`src/core/nvc_pkg.sv`:
```
// Constants shared by the nested vector controller and its source select
package nvc_pkg;
   localparam int NUM_SYS = 16;
   localparam int NUM_IRQ = 32;
   localparam int NUM_EXC = 48;
   localparam int DMA_GRP_W = 16;
   localparam logic [5:0] EXC_RESET = 6'h01;
   localparam logic [5:0] EXC_NMI = 6'h02;
   localparam logic [5:0] EXC_HARD = 6'h03;
   localparam logic [5:0] EXC_MEM = 6'h04;
   localparam logic [5:0] EXC_BUS = 6'h05;
   localparam logic [5:0] EXC_USAGE = 6'h06;
   localparam logic [5:0] EXC_CALL = 6'h0b;
   localparam logic [5:0] EXC_DBG = 6'h0c;
   localparam logic [5:0] EXC_DEFER = 6'h0e;
   localparam logic [5:0] EXC_TICK = 6'h0f;
   localparam logic [5:0] EXC_IRQ_BASE = 6'h10;
   localparam logic [9:0] OFF_SP = 10'h000;
   localparam logic [9:0] OFF_RESET = 10'h004;
   localparam logic [47:0] PROG_MASK = 48'hffff_ffff_d870;
   localparam logic [47:0] RSVD_MASK = 48'h0000_0000_2781;
   localparam logic [31:0] FIXED_RSVD = 32'h0400_0004;
   localparam logic [1:0] SRC_FIXED = 2'h0;
   localparam logic [1:0] SRC_DMA = 2'h1;
   localparam logic [1:0] SRC_ROUTE = 2'h2;
   localparam logic [4:0] KEY_RESET = 5'h00;
   localparam logic [4:0] KEY_NMI = 5'h01;
   localparam logic [4:0] KEY_HARD = 5'h02;
   localparam logic [4:0] KEY_PROG = 5'h03;
   localparam logic [4:0] KEY_THREAD = 5'h1f;
   typedef enum logic [4:0] {
      ST_BOOT_SP = 5'b00001,
      ST_BOOT_PC = 5'b00010,
      ST_RUN = 5'b00100,
      ST_STACK = 5'b01000,
      ST_UNSTACK = 5'b10000
   } ctl_state_e;
endpackage : nvc_pkg

```
`src/core/irq_source_select.sv`:
```
// Per-vector choice of interrupt source: fixed line, DMA or routing array
`timescale 1ns/1ps
`default_nettype none
module irq_source_select #(
   parameter int N = 32
) (
   input wire logic clk,
   input wire logic rst_b,
   input wire logic ce,
   input wire logic src_we,
   input wire logic [4:0] src_idx,
   input wire logic [1:0] src_val,
   input wire logic [N-1:0] fixed_irq,
   input wire logic [15:0] dma_term_group_zero,
   input wire logic [15:0] dma_term_group_one,
   input wire logic [N-1:0] route_irq,
   output logic [N-1:0] irq_out
);
   generate
      if (N != nvc_pkg::NUM_IRQ) begin : g_bad_n
         $error("irq_source_select serves exactly 32 vectors");
      end
   endgenerate

   logic [N-1:0][1:0] sel_r;
   logic [N-1:0][1:0] sel_nxt;
   logic [31:0] dma_all;

   assign dma_all = {dma_term_group_one, dma_term_group_zero}; // RULE_17

   ////////////////////////////////////////////////////////////////////////
   genvar v;
   generate
      for (v = 0; v < N; v++) begin : g_vec
         always_comb begin
            sel_nxt[v] = sel_r[v];
            if (src_we && (src_idx == 5'(v))) begin
               sel_nxt[v] = src_val;
            end
         end

         always_ff @(posedge clk) begin
            if (!rst_b) begin
               sel_r[v] <= nvc_pkg::SRC_FIXED; // RULE_21
            end else if (ce) begin
               sel_r[v] <= sel_nxt[v];
            end
         end

         // Code 3 picks nothing; reserved fixed slots read as quiet
         always_comb begin
            case (sel_r[v]) // RULE_16
               nvc_pkg::SRC_FIXED: irq_out[v] =
                  fixed_irq[v] & ~nvc_pkg::FIXED_RSVD[v]; // RULE_19
               nvc_pkg::SRC_DMA: irq_out[v] = dma_all[v]; // RULE_20
               nvc_pkg::SRC_ROUTE: irq_out[v] = route_irq[v]; // RULE_18
               default: irq_out[v] = 1'b0;
            endcase
         end
      end
   endgenerate

   ////////////////////////////////////////////////////////////////////////
   property p_src_reset;
      @(posedge clk) disable iff (!rst_b)
         $rose(rst_b) |-> (sel_r == '0);
   endproperty
   a_src_reset: assert property (p_src_reset) // RULE_21
      else $error("source select not fixed-function after reset");
endmodule : irq_source_select
`default_nettype wire

```
`src/core/nested_vector_controller.sv`:
```
// Nested vectored interrupt controller with boot fetch and entry sequencing
`timescale 1ns/1ps
`default_nettype none
// How it works
// RULE_01: Sixteen system exceptions and 32 peripheral inputs share one numbering.
// RULE_02: After reset fetch stack pointer from offset 0, reset vector from 4.
// RULE_03: Reset, NMI, hard fault fixed above all; blocked faults escalate to hard fault.
// RULE_04: Memory-management fault is exception 4, programmable, vector offset 0x10.
// RULE_05: Bus error response raises exception 5, programmable, offset 0x14.
// RULE_06: Invalid instruction or state change raises exception 6, offset 0x18.
// RULE_07: 7-10 and 13 reserved; 11,12,14,15 are programmable system exceptions.
// RULE_08: Peripheral requests 0-31 become exceptions 16-47, offsets four bytes apart.
// RULE_09: Software stores every vector with bit 0 set.
// RULE_10: NMI comes from any selected pin, or from none.
// RULE_11: Eight priority levels per interrupt, changeable at run time.
// RULE_12: Priority splits into group and subpart; only higher group preempts.
// RULE_13: Tail-chain pending work after return; late arrival takes vector while stacking.
// RULE_14: Hardware pushes state on entry and pops it on exit.
// RULE_15: Equal priority goes to lower exception number first.
// RULE_16: Each vector selects fixed, DMA or routing-array source.
// RULE_17: DMA source set carries both termination outputs of every channel.
// RULE_18: Any routing-array signal may request any vector.
// RULE_19: Fixed-function sources per vector, with vectors 2 and 26 reserved.
// RULE_20: DMA groups feed vectors 0-15 and 16-31; route line n feeds vector n.
// RULE_21: Source selection resets to fixed-function for every vector.
module nested_vector_controller #(
   parameter int NMI_PINS = 64
) (
   input wire logic clk,
   input wire logic rst_b,
   input wire logic ce,
   input wire logic [31:0] fixed_irq,
   input wire logic [15:0] dma_term_group_zero,
   input wire logic [15:0] dma_term_group_one,
   input wire logic [31:0] route_irq,
   input wire logic src_we,
   input wire logic [4:0] src_idx,
   input wire logic [1:0] src_val,
   input wire logic prio_we,
   input wire logic [5:0] prio_num,
   input wire logic [2:0] prio_val,
   input wire logic [1:0] grp_split,
   input wire logic [NMI_PINS-1:0] nmi_pin_in,
   input wire logic nmi_connect,
   input wire logic [$clog2(NMI_PINS)-1:0] nmi_pin_sel,
   input wire logic mem_fault,
   input wire logic bus_fault,
   input wire logic usage_fault,
   input wire logic [2:0] fault_en,
   input wire logic supervisor_call,
   input wire logic debug_mon_req,
   input wire logic deferred_service_request,
   input wire logic system_tick_exception,
   output logic fetch_req,
   output logic [9:0] fetch_addr,
   input wire logic fetch_ack,
   input wire logic [31:0] fetch_data,
   output logic [31:0] main_stack_pointer,
   output logic [31:0] reset_vector,
   output logic stack_push,
   output logic stack_pop,
   input wire logic stack_done,
   input wire logic exc_return,
   output logic exc_valid,
   output logic [5:0] exc_num,
   output logic [9:0] vec_offset,
   output logic tail_chain,
   output logic late_arrival
);
   generate
      if (NMI_PINS < 2 || NMI_PINS > 256) begin : g_bad_pins
         $error("NMI_PINS must lie between 2 and 256");
      end
   endgenerate

   localparam int N = nvc_pkg::NUM_EXC;

   function automatic logic [4:0] fkey(input logic [5:0] e,
                                       input logic [2:0] p);
      case (e)
         nvc_pkg::EXC_RESET: fkey = nvc_pkg::KEY_RESET;
         nvc_pkg::EXC_NMI: fkey = nvc_pkg::KEY_NMI;
         nvc_pkg::EXC_HARD: fkey = nvc_pkg::KEY_HARD;
         default: fkey = nvc_pkg::KEY_PROG + {2'h0, p};
      endcase
   endfunction : fkey

   // Group part only: subpriority bits shifted out
   function automatic logic [4:0] gkey(input logic [5:0] e,
                                       input logic [2:0] p,
                                       input logic [1:0] s);
      case (e)
         nvc_pkg::EXC_RESET: gkey = nvc_pkg::KEY_RESET;
         nvc_pkg::EXC_NMI: gkey = nvc_pkg::KEY_NMI;
         nvc_pkg::EXC_HARD: gkey = nvc_pkg::KEY_HARD;
         default: gkey = nvc_pkg::KEY_PROG + {2'h0, p >> s};
      endcase
   endfunction : gkey

   ////////////////////////////////////////////////////////////////////////
   logic [31:0] irq_sel;

   irq_source_select #(.N(nvc_pkg::NUM_IRQ)) u_src (
      .clk(clk),
      .rst_b(rst_b),
      .ce(ce),
      .src_we(src_we),
      .src_idx(src_idx),
      .src_val(src_val),
      .fixed_irq(fixed_irq),
      .dma_term_group_zero(dma_term_group_zero),
      .dma_term_group_one(dma_term_group_one),
      .route_irq(route_irq),
      .irq_out(irq_sel)
   );

   ////////////////////////////////////////////////////////////////////////
   // NMI pin path: four flops, level accepted once stages two and three agree
   logic nmi_mux;
   logic nmi_s1_r, nmi_s2_r, nmi_s3_r, nmi_lvl_r;
   logic nmi_s1_nxt, nmi_s2_nxt, nmi_s3_nxt, nmi_lvl_nxt;
   logic nmi_edge;

   assign nmi_mux = nmi_connect & nmi_pin_in[nmi_pin_sel]; // RULE_10

   always_comb begin
      nmi_s1_nxt = nmi_mux;
      nmi_s2_nxt = nmi_s1_r;
      nmi_s3_nxt = nmi_s2_r;
      nmi_lvl_nxt = (nmi_s2_r == nmi_s3_r) ? nmi_s3_r : nmi_lvl_r;
   end

   always_ff @(posedge clk) begin
      if (!rst_b) begin
         nmi_s1_r <= 1'b0;
         nmi_s2_r <= 1'b0;
         nmi_s3_r <= 1'b0;
         nmi_lvl_r <= 1'b0;
      end else if (ce) begin
         nmi_s1_r <= nmi_s1_nxt;
         nmi_s2_r <= nmi_s2_nxt;
         nmi_s3_r <= nmi_s3_nxt;
         nmi_lvl_r <= nmi_lvl_nxt;
      end
   end

   assign nmi_edge = nmi_lvl_nxt & ~nmi_lvl_r;

   ////////////////////////////////////////////////////////////////////////
   // Arbitration over pending and active sets
   logic [N-1:0] pend_r, pend_nxt, act_r, act_nxt;
   logic [2:0] prio_r [N];
   logic [2:0] prio_nxt [N];
   logic win_any;
   logic [5:0] win_num, top_num;
   logic [4:0] win_key, win_grp, top_key, cur_grp, cur_grp_ret, k;
   logic preempt, preempt_ret;

   always_comb begin
      win_any = 1'b0;
      win_num = 6'h00;
      win_key = nvc_pkg::KEY_THREAD;
      top_num = 6'h00;
      top_key = nvc_pkg::KEY_THREAD;
      cur_grp = nvc_pkg::KEY_THREAD;
      cur_grp_ret = nvc_pkg::KEY_THREAD;
      k = nvc_pkg::KEY_THREAD;
      // Descending walk with <= lets the lower number win a tie
      for (int i = N - 1; i >= 1; i--) begin
         k = fkey(6'(i), prio_r[i]);
         if (pend_r[i] && k <= win_key) begin // RULE_15
            win_any = 1'b1;
            win_num = 6'(i);
            win_key = k;
         end
         if (act_r[i] && k <= top_key) begin
            top_num = 6'(i);
            top_key = k;
         end
      end
      for (int i = 1; i < N; i++) begin
         k = gkey(6'(i), prio_r[i], grp_split);
         if (act_r[i] && k < cur_grp) begin
            cur_grp = k;
         end
         if (act_r[i] && 6'(i) != top_num && k < cur_grp_ret) begin
            cur_grp_ret = k;
         end
      end
      win_grp = gkey(win_num, prio_r[win_num], grp_split);
      preempt = win_any && (win_grp < cur_grp); // RULE_12
      preempt_ret = win_any && (win_grp < cur_grp_ret);
   end

   ////////////////////////////////////////////////////////////////////////
   // Entry/exit sequencing
   nvc_pkg::ctl_state_e state_r, state_nxt;
   logic [5:0] sel_num_r, sel_num_nxt, exc_num_nxt;
   logic [9:0] faddr_nxt, voff_nxt;
   logic [31:0] sp_nxt, rv_nxt;
   logic valid_nxt, tail_nxt, late_nxt, enter, retire;
   logic [5:0] enter_num;

   always_comb begin
      state_nxt = state_r;
      sel_num_nxt = sel_num_r;
      faddr_nxt = fetch_addr;
      sp_nxt = main_stack_pointer;
      rv_nxt = reset_vector;
      exc_num_nxt = exc_num;
      voff_nxt = vec_offset;
      valid_nxt = 1'b0;
      tail_nxt = 1'b0;
      late_nxt = 1'b0;
      enter = 1'b0;
      retire = 1'b0;
      enter_num = sel_num_r;
      case (state_r)
         nvc_pkg::ST_BOOT_SP: begin
            if (fetch_ack) begin
               sp_nxt = fetch_data; // RULE_02
               faddr_nxt = nvc_pkg::OFF_RESET;
               state_nxt = nvc_pkg::ST_BOOT_PC;
            end
         end
         nvc_pkg::ST_BOOT_PC: begin
            if (fetch_ack) begin
               rv_nxt = fetch_data; // RULE_02
               state_nxt = nvc_pkg::ST_RUN;
            end
         end
         nvc_pkg::ST_RUN: begin
            if (exc_return && (|act_r)) begin
               retire = 1'b1;
               if (preempt_ret) begin
                  enter = 1'b1; // RULE_13
                  enter_num = win_num;
                  tail_nxt = 1'b1;
               end else begin
                  state_nxt = nvc_pkg::ST_UNSTACK;
               end
            end else if (preempt) begin
               sel_num_nxt = win_num;
               state_nxt = nvc_pkg::ST_STACK;
            end
         end
         nvc_pkg::ST_STACK: begin
            if (stack_done) begin
               enter = 1'b1;
               state_nxt = nvc_pkg::ST_RUN;
            end else if (preempt && win_num != sel_num_r) begin
               sel_num_nxt = win_num; // RULE_13
               late_nxt = 1'b1;
            end
         end
         nvc_pkg::ST_UNSTACK: begin
            if (stack_done) begin
               state_nxt = nvc_pkg::ST_RUN;
            end
         end
         default: state_nxt = nvc_pkg::ST_BOOT_SP;
      endcase
      if (enter) begin
         valid_nxt = 1'b1;
         exc_num_nxt = enter_num; // RULE_01
         voff_nxt = {2'h0, enter_num, 2'h0}; // RULE_08
      end
   end

   always_ff @(posedge clk) begin
      if (!rst_b) begin
         state_r <= nvc_pkg::ST_BOOT_SP;
         sel_num_r <= 6'h00;
         fetch_addr <= nvc_pkg::OFF_SP;
         main_stack_pointer <= 32'h0000_0000;
         reset_vector <= 32'h0000_0000;
         exc_num <= 6'h00;
         vec_offset <= 10'h000;
         exc_valid <= 1'b0;
         tail_chain <= 1'b0;
         late_arrival <= 1'b0;
      end else if (ce) begin
         state_r <= state_nxt;
         sel_num_r <= sel_num_nxt;
         fetch_addr <= faddr_nxt;
         main_stack_pointer <= sp_nxt;
         reset_vector <= rv_nxt;
         exc_num <= exc_num_nxt;
         vec_offset <= voff_nxt;
         exc_valid <= valid_nxt;
         tail_chain <= tail_nxt;
         late_arrival <= late_nxt;
      end
   end

   assign fetch_req = (state_r == nvc_pkg::ST_BOOT_SP) ||
                      (state_r == nvc_pkg::ST_BOOT_PC);
   assign stack_push = (state_r == nvc_pkg::ST_STACK); // RULE_14
   assign stack_pop = (state_r == nvc_pkg::ST_UNSTACK); // RULE_14

   ////////////////////////////////////////////////////////////////////////
   // Priorities, pending and active bits
   logic [N-1:0] req;
   logic [2:0] fault_ok;
   logic [2:0] fault_in;

   assign fault_in = {usage_fault, bus_fault, mem_fault};

   always_comb begin
      req = '0;
      req[N-1:nvc_pkg::NUM_SYS] = irq_sel; // RULE_08
      req[nvc_pkg::EXC_NMI] = nmi_edge;
      req[nvc_pkg::EXC_CALL] = supervisor_call; // RULE_07
      req[nvc_pkg::EXC_DBG] = debug_mon_req;
      req[nvc_pkg::EXC_DEFER] = deferred_service_request;
      req[nvc_pkg::EXC_TICK] = system_tick_exception;
      for (int f = 0; f < 3; f++) begin
         fault_ok[f] = fault_en[f] && // RULE_04
            (gkey(nvc_pkg::EXC_MEM + 6'(f), // RULE_05
                  prio_r[nvc_pkg::EXC_MEM + 6'(f)], grp_split) < cur_grp);
         req[nvc_pkg::EXC_MEM + 6'(f)] = fault_in[f] & fault_ok[f]; // RULE_06
      end
      req[nvc_pkg::EXC_HARD] = |(fault_in & ~fault_ok); // RULE_03
   end

   always_comb begin
      prio_nxt = prio_r;
      if (prio_we && prio_num < 6'(N) && nvc_pkg::PROG_MASK[prio_num]) begin
         prio_nxt[prio_num] = prio_val; // RULE_11
      end
      act_nxt = act_r;
      pend_nxt = pend_r;
      if (retire) begin
         act_nxt[top_num] = 1'b0;
      end
      if (enter) begin
         act_nxt[enter_num] = 1'b1;
         pend_nxt[enter_num] = 1'b0;
      end
      // A new request in the entry cycle keeps its pending bit
      pend_nxt = pend_nxt | req;
   end

   always_ff @(posedge clk) begin
      if (!rst_b) begin
         pend_r <= '0;
         act_r <= '0;
         for (int i = 0; i < N; i++) begin
            prio_r[i] <= 3'h0;
         end
      end else if (ce) begin
         pend_r <= pend_nxt;
         act_r <= act_nxt;
         prio_r <= prio_nxt;
      end
   end

   ////////////////////////////////////////////////////////////////////////
   property p_boot_sp;
      @(posedge clk) disable iff (!rst_b)
         (state_r == nvc_pkg::ST_BOOT_SP) |-> fetch_addr == nvc_pkg::OFF_SP;
   endproperty
   a_boot_sp: assert property (p_boot_sp) // RULE_02
      else $error("stack pointer fetch not at offset zero");

   property p_vec_off;
      @(posedge clk) disable iff (!rst_b)
         exc_valid |-> (vec_offset == {2'h0, exc_num, 2'h0}) &&
                       (exc_num >= nvc_pkg::EXC_NMI);
   endproperty
   a_vec_off: assert property (p_vec_off) // RULE_08
      else $error("vector offset does not match exception number");

   property p_no_rsvd;
      @(posedge clk) disable iff (!rst_b)
         exc_valid |-> (exc_num < 6'h30) && !nvc_pkg::RSVD_MASK[exc_num];
   endproperty
   a_no_rsvd: assert property (p_no_rsvd) // RULE_07
      else $error("reserved exception number taken");

   property p_nmi_wins;
      @(posedge clk) disable iff (!rst_b)
         pend_r[nvc_pkg::EXC_NMI] |-> win_num == nvc_pkg::EXC_NMI;
   endproperty
   a_nmi_wins: assert property (p_nmi_wins) // RULE_03
      else $error("pending NMI lost arbitration");

   property p_escalate;
      @(posedge clk) disable iff (!rst_b)
         ce && (|(fault_in & ~fault_en)) |=> pend_r[nvc_pkg::EXC_HARD];
   endproperty
   a_escalate: assert property (p_escalate) // RULE_03
      else $error("disabled fault did not escalate");

   property p_mem;
      @(posedge clk) disable iff (!rst_b)
         ce && mem_fault && fault_ok[0] |=> pend_r[nvc_pkg::EXC_MEM];
   endproperty
   a_mem: assert property (p_mem) // RULE_04
      else $error("memory fault not pending");

   property p_bus;
      @(posedge clk) disable iff (!rst_b)
         ce && bus_fault && fault_ok[1] |=> pend_r[nvc_pkg::EXC_BUS];
   endproperty
   a_bus: assert property (p_bus) // RULE_05
      else $error("bus fault not pending");

   property p_usage;
      @(posedge clk) disable iff (!rst_b)
         ce && usage_fault && fault_ok[2] |=> pend_r[nvc_pkg::EXC_USAGE];
   endproperty
   a_usage: assert property (p_usage) // RULE_06
      else $error("usage fault not pending");

   property p_tail;
      @(posedge clk) disable iff (!rst_b)
         $rose(tail_chain) |-> exc_valid && $past(exc_return) && !stack_pop;
   endproperty
   a_tail: assert property (p_tail) // RULE_13
      else $error("tail chain without return or vector");

   property p_push;
      @(posedge clk) disable iff (!rst_b)
         $rose(exc_valid) && !tail_chain |-> $past(stack_push);
   endproperty
   a_push: assert property (p_push) // RULE_14
      else $error("vector issued without stacking");
endmodule : nested_vector_controller
`default_nettype wire

```
`config.mk`:
```
export PLATFORM = sky130hd
export DESIGN_NAME = nested_vector_controller
export DESIGN_NICKNAME = d
export VERILOG_FILES = /design/src/core/nvc_pkg.sv /design/src/core/irq_source_select.sv /design/src/core/nested_vector_controller.sv
export SDC_FILE = /design/constraint.sdc
export NUM_CORES = 2
export LEC_CHECK = 0
export BUFFER_PORTS_ARGS = -buffer_cell sky130_fd_sc_hd__buf_4
export CORE_MARGIN = 1.5
export CORE_UTILIZATION = 54
export CTS_BUF_LIST = sky130_fd_sc_hd__clkbuf_4 sky130_fd_sc_hd__clkbuf_8
export CTS_CLUSTER_DIAMETER = 50
export DETAILED_ROUTE_END_ITERATION = 16
export PLACE_DENSITY_LB_ADDON = 0.15
export SYNTH_ARGS = -nofsm -noshare
export SYNTH_HDL_FRONTEND = slang
export SYNTH_SLANG_ARGS = --single-unit
```
`constraint.sdc`:
```
create_clock -name clk -period 217.9 [get_ports clk]
set_input_delay 10.895 -clock clk [delete_from_list [all_inputs] [get_ports clk]]
set_output_delay 10.895 -clock clk [all_outputs]
set_load 0.02 [all_outputs]
```
==> flow_metrics.py <==
metrics = {
    "synth": {
        "synth_compound_area_share_pct": 31.5,
        "synth_ff_type": "dfxtp_1",
        "synthTopCellsByArea": "dfxtp_1 (13%), ha_1 (12%), nand2_1 (6.5%), a21oi_1 (5.6%), o21ai_0 (5.5%)",
        "synth-seq-cells": 392,
        "netlist.area_leader.share_pct": 12.9,
        "synth_cell_types": 198,
        "yosys.area_share.simple_pct": 23.5,
        "avgSynthCellArea_um2": 7.36,
        "synth_top_cell_by_area": "dfxtp_1",
        "synthArstFlopShare_pct": 0,
        "synth_area_um2": 60900,
        "yosys.area_share.xor_xnor_pct": 2.16,
        "syn_inst": 8268,
        "synth-edff-count": 0,
        "ys_seq_area_share_pct": 12.9,
        "synthMuxAreaShare_pct": 10.6,
        "synth_top_family_by_area": "compound AO/OA/AOI/OAI gates",
        "synth_fa_ha_area_share_pct": 11.9,
        "yosys_warnings": 0,
    },
    "floorplan": {
        "dieWidth_um": 339,
        "start_util_pct": 54.7,
        "rows": 122,
        "die_area_um2": 115000,
        "io-pin-count": 331,
        "die-height_um": 339,
        "design.core.area_um2": 111000,
    },
    "power_and_ir_drop": {
        "p_seq_share_pct": 22.3,
        "switching_power_uw": 156,
        "p_total_uw": 333,
        "clkPwrFrac_pct": 23.5,
        "power.static_leakage_uw": 0.0268,
        "p_per_area_nw_per_um2": 5.14,
        "vdd_drop_max_v": 0.0000105,
        "netSwitchingFraction_pct": 46.7,
        "comb_power_share_pct": 54.2,
        "intPower_uw": 178,
    },
    "sta": {
        "finalHoldViolCount": 0,
        "worst_slack_ns": 68.12,
        "max_freq_ghz": 0.00668,
        "setup-violations-final": 0,
        "clock-skew-final_ns": 0.0384,
        "rsz0062_at_grt": "no",
        "slew_viol_final": 0,
        "tightest_slew_ns": 1.40,
        "slew_headroom_pct": 6.02,
        "post-route-period-util_pct": 68.7,
        "setup_tns_ns": 0,
        "min_period_ns": 149.78,
    },
    "critical_path": {
        "critPathLaunchType": "flop",
        "cp_max_fo": 16,
        "slowest_stage": "a311oi_1",
        "path_common_cell": "ha_1",
        "cp-startpoint": "prio_r[1]",
        "critical_path.top_delay_family": "compound AO/OA/AOI/OAI gates",
        "cp.arrival_ns": 150.36,
        "rrSetupSlack_ns": 68.12,
        "worstReg2RegStart": "prio_r[1]",
        "worst-setup-path-type": "reg -> reg",
        "endpoint_kind": "flop",
        "cp.required_ns": 218.48,
        "slowest_delay_ns": 1.11,
        "crit_buf_inv": 14,
    },
    "finish": {
        "drive_above_1_share_pct": 16.6,
        "layout.nets": 9203,
        "multi_input_area_um2": 48600,
        "ff_latch_area_um2": 7850,
        "post-route-util_pct": 58.2,
        "fillers": 10770,
        "areaGrowthSynthToFinish_pct": 6.39,
    },
    "route": {
        "via_per_inst": 6.57,
        "drtAntennaViolNets": 0,
        "drt_iter0_drc": 6386,
        "drt-total-wl_mm": 233,
        "wl_per_cell_um": 23.5,
        "drt_pre_antenna_iters": 7,
        "drc": 0,
        "num_vias": 65438,
    },
    "global_routing": {
        "grt_start_max_net_pins": 156,
        "grtUsageTotal_pct": 38.4,
        "grt_pass1_wl_mm": 354,
        "grt_pass1_vias": 60621,
        "antenna_found_initial": 14,
        "overflow": 0,
    },
    "cts": {
        "cts_buffers": 70,
        "cts.sinks": 392,
        "clk_latency_ns": 0.70,
        "postCtsSetupRepairBufs": 0,
        "cts-resized-gates": 0,
        "clk_pin_slew_ns": 0.06,
        "htreeDepth": 3,
        "cts_tree": "built",
        "cts.path.max_buffers": 3,
        "cts_hold_buf": 0,
        "cts-root-buf": "clkbuf_8",
    },
    "place": {
        "hpwl_mm": 186,
        "place_ws_ns": 71.56,
        "place_congestion": 1.02,
        "io_buffers": 315,
    },
    "outcome": {
        "outcome": "finished, final reports clean",
    },
    "min_path": {
        "min_from": "prio_r[135]",
        "hold_path_class": "reg -> reg",
    },
    "job": {
        "drv_cap": 0,
    },
}
## per-layer routing
| layer | up-vias | part of all wire (%) | global-route usage, % | wire, µm |
|---|---|---|---|---|
| met5 | - | 0.038 | 0 | 88 |
| met4 | 12 | 5.3 | 18.8 | 12400 |
| met3 | 577 | 9.4 | 7.40 | 21900 |
| met2 | 2996 | 44 | 60.9 | 102000 |
| met1 | 31095 | 42 | 49.8 | 97200 |
| li1 | 30758 | - | - | - |
## cells by family (layout without fill, tap and decap cells)
group,count (synthesis),in the layout
simple gates,2933,2933
xor+xnor,150,150
mux,571,571
compound gates,2772,2772
flops,392,392
fa+ha+maj,583,583
buf+inv,866,1039
other cells,1,27
## registers in the layout, indices dropped and copies added, names as in the netlist, 5 cells and up
name and cells:
reset_vector 32, sel_num_r 6, state_r 5, u_src.sel_r 64
exc_num 6, pend_r 47, act_r 48, main_stack_pointer 32
prio_r 144
## area by class of cell
cell class              count  area share, %
multi-input cells        7022           75.1
flip-flops and latches    392           12.1
repair buffers            380           4.41
inverters                 534           3.13
well taps                1488           2.88
clock buffers             101           1.97
clock inverters            24          0.388
diodes                     14         0.0541
## power by group through the flow
stage / Clock (µW) / Combinational [µW] / Sequential, µW
after global routing: 80.6 / 192 / 74.3
after detailed placement: 0 / 172 / 75.7
after floorplan: 0 / 119 / 75.6
final: 78.2 / 181 / 74.3
after CTS: 77.8 / 173 / 74.2
after global placement: 0 / 169 / 75.7
## cell usage after synthesis (33+ instances only)
| library cell | n |
|---|---|
| nand2_1 | 1052 |
| nor2_1 | 705 |
| a21oi_1 | 679 |
| o21ai_0 | 670 |
| ha_1 | 568 |
| inv_1 | 521 |
| dfxtp_1 | 392 |
| mux2i_1 | 321 |
| nand3_1 | 241 |
| mux2_2 | 172 |
| clkbuf_1 | 148 |
| nor3_1 | 135 |
| a31oi_1 | 114 |
| nand2b_1 | 108 |
| o21a_1 | 107 |
| o211ai_1 | 102 |
| xnor2_1 | 89 |
| or2_2 | 79 |
| o21ai_1 | 76 |
| a211oi_1 | 73 |
| nor2b_1 | 72 |
| o22ai_1 | 68 |
| and2_1 | 61 |
| clkbuf_8 | 61 |
| xor2_1 | 61 |
| a21o_1 | 54 |
| and2_2 | 48 |
| nand4_1 | 48 |
| nor4_1 | 47 |
| a21o_2 | 46 |
| a21oi_2 | 41 |
| or3_1 | 39 |
| o31ai_1 | 37 |
| buf_6 | 35 |
| o211a_1 | 34 |
| buf_4 | 33 |
## placed cells by master, fill, tap and decap left out, types with 37 or more instances in the layout
| cell type | count |
|---|---|
| nand2_1 | 1052 |
| nor2_1 | 699 |
| a21oi_1 | 679 |
| o21ai_0 | 670 |
| ha_1 | 568 |
| inv_1 | 521 |
| dfxtp_1 | 392 |
| buf_4 | 380 |
| mux2i_1 | 321 |
| nand3_1 | 241 |
| mux2_2 | 172 |
| nor3_1 | 134 |
| a31oi_1 | 113 |
| nand2b_1 | 108 |
| o21a_1 | 107 |
| o211ai_1 | 102 |
| xnor2_1 | 89 |
| clkbuf_8 | 83 |
| or2_2 | 79 |
| o21ai_1 | 76 |
| a211oi_1 | 73 |
| nor2b_1 | 70 |
| o22ai_1 | 68 |
| xor2_1 | 61 |
| and2_1 | 61 |
| a21o_1 | 54 |
| nand4_1 | 48 |
| and2_2 | 48 |
| nor4_1 | 47 |
| a21o_2 | 46 |
| a21oi_2 | 41 |
| or3_1 | 39 |
| o31ai_1 | 37 |
## worst min-delay path, stage by stage (launching register included)
cell	delay [ns]
dfxtp_1	0.30
inv_1	0.06
nor2_1	0.04
## worst paths after layout
path                                     to  cells past startpoint
worst min register to register  prio_r[135]                      2
worst max register to register     act_r[9]                    628
worst min-delay path            prio_r[135]                      2
worst max-delay path               act_r[9]                    628
## metrics by stage
stage | std cells | hold WS, ns | instance area [µm²]
2_1_floorplan | 8280 | 0.412 | 60900
3_3_place_gp | 9816 | 0.419 | 63200
3_5_place_dp | 9816 | 0.425 | 63200
4_1_cts | 9941 | 0.434 | 64700
5_1_grt | 9946 | 0.469 | 64700
6_report | 9955 | 0.440 | 64800
(Power assumes the default switching activity.)
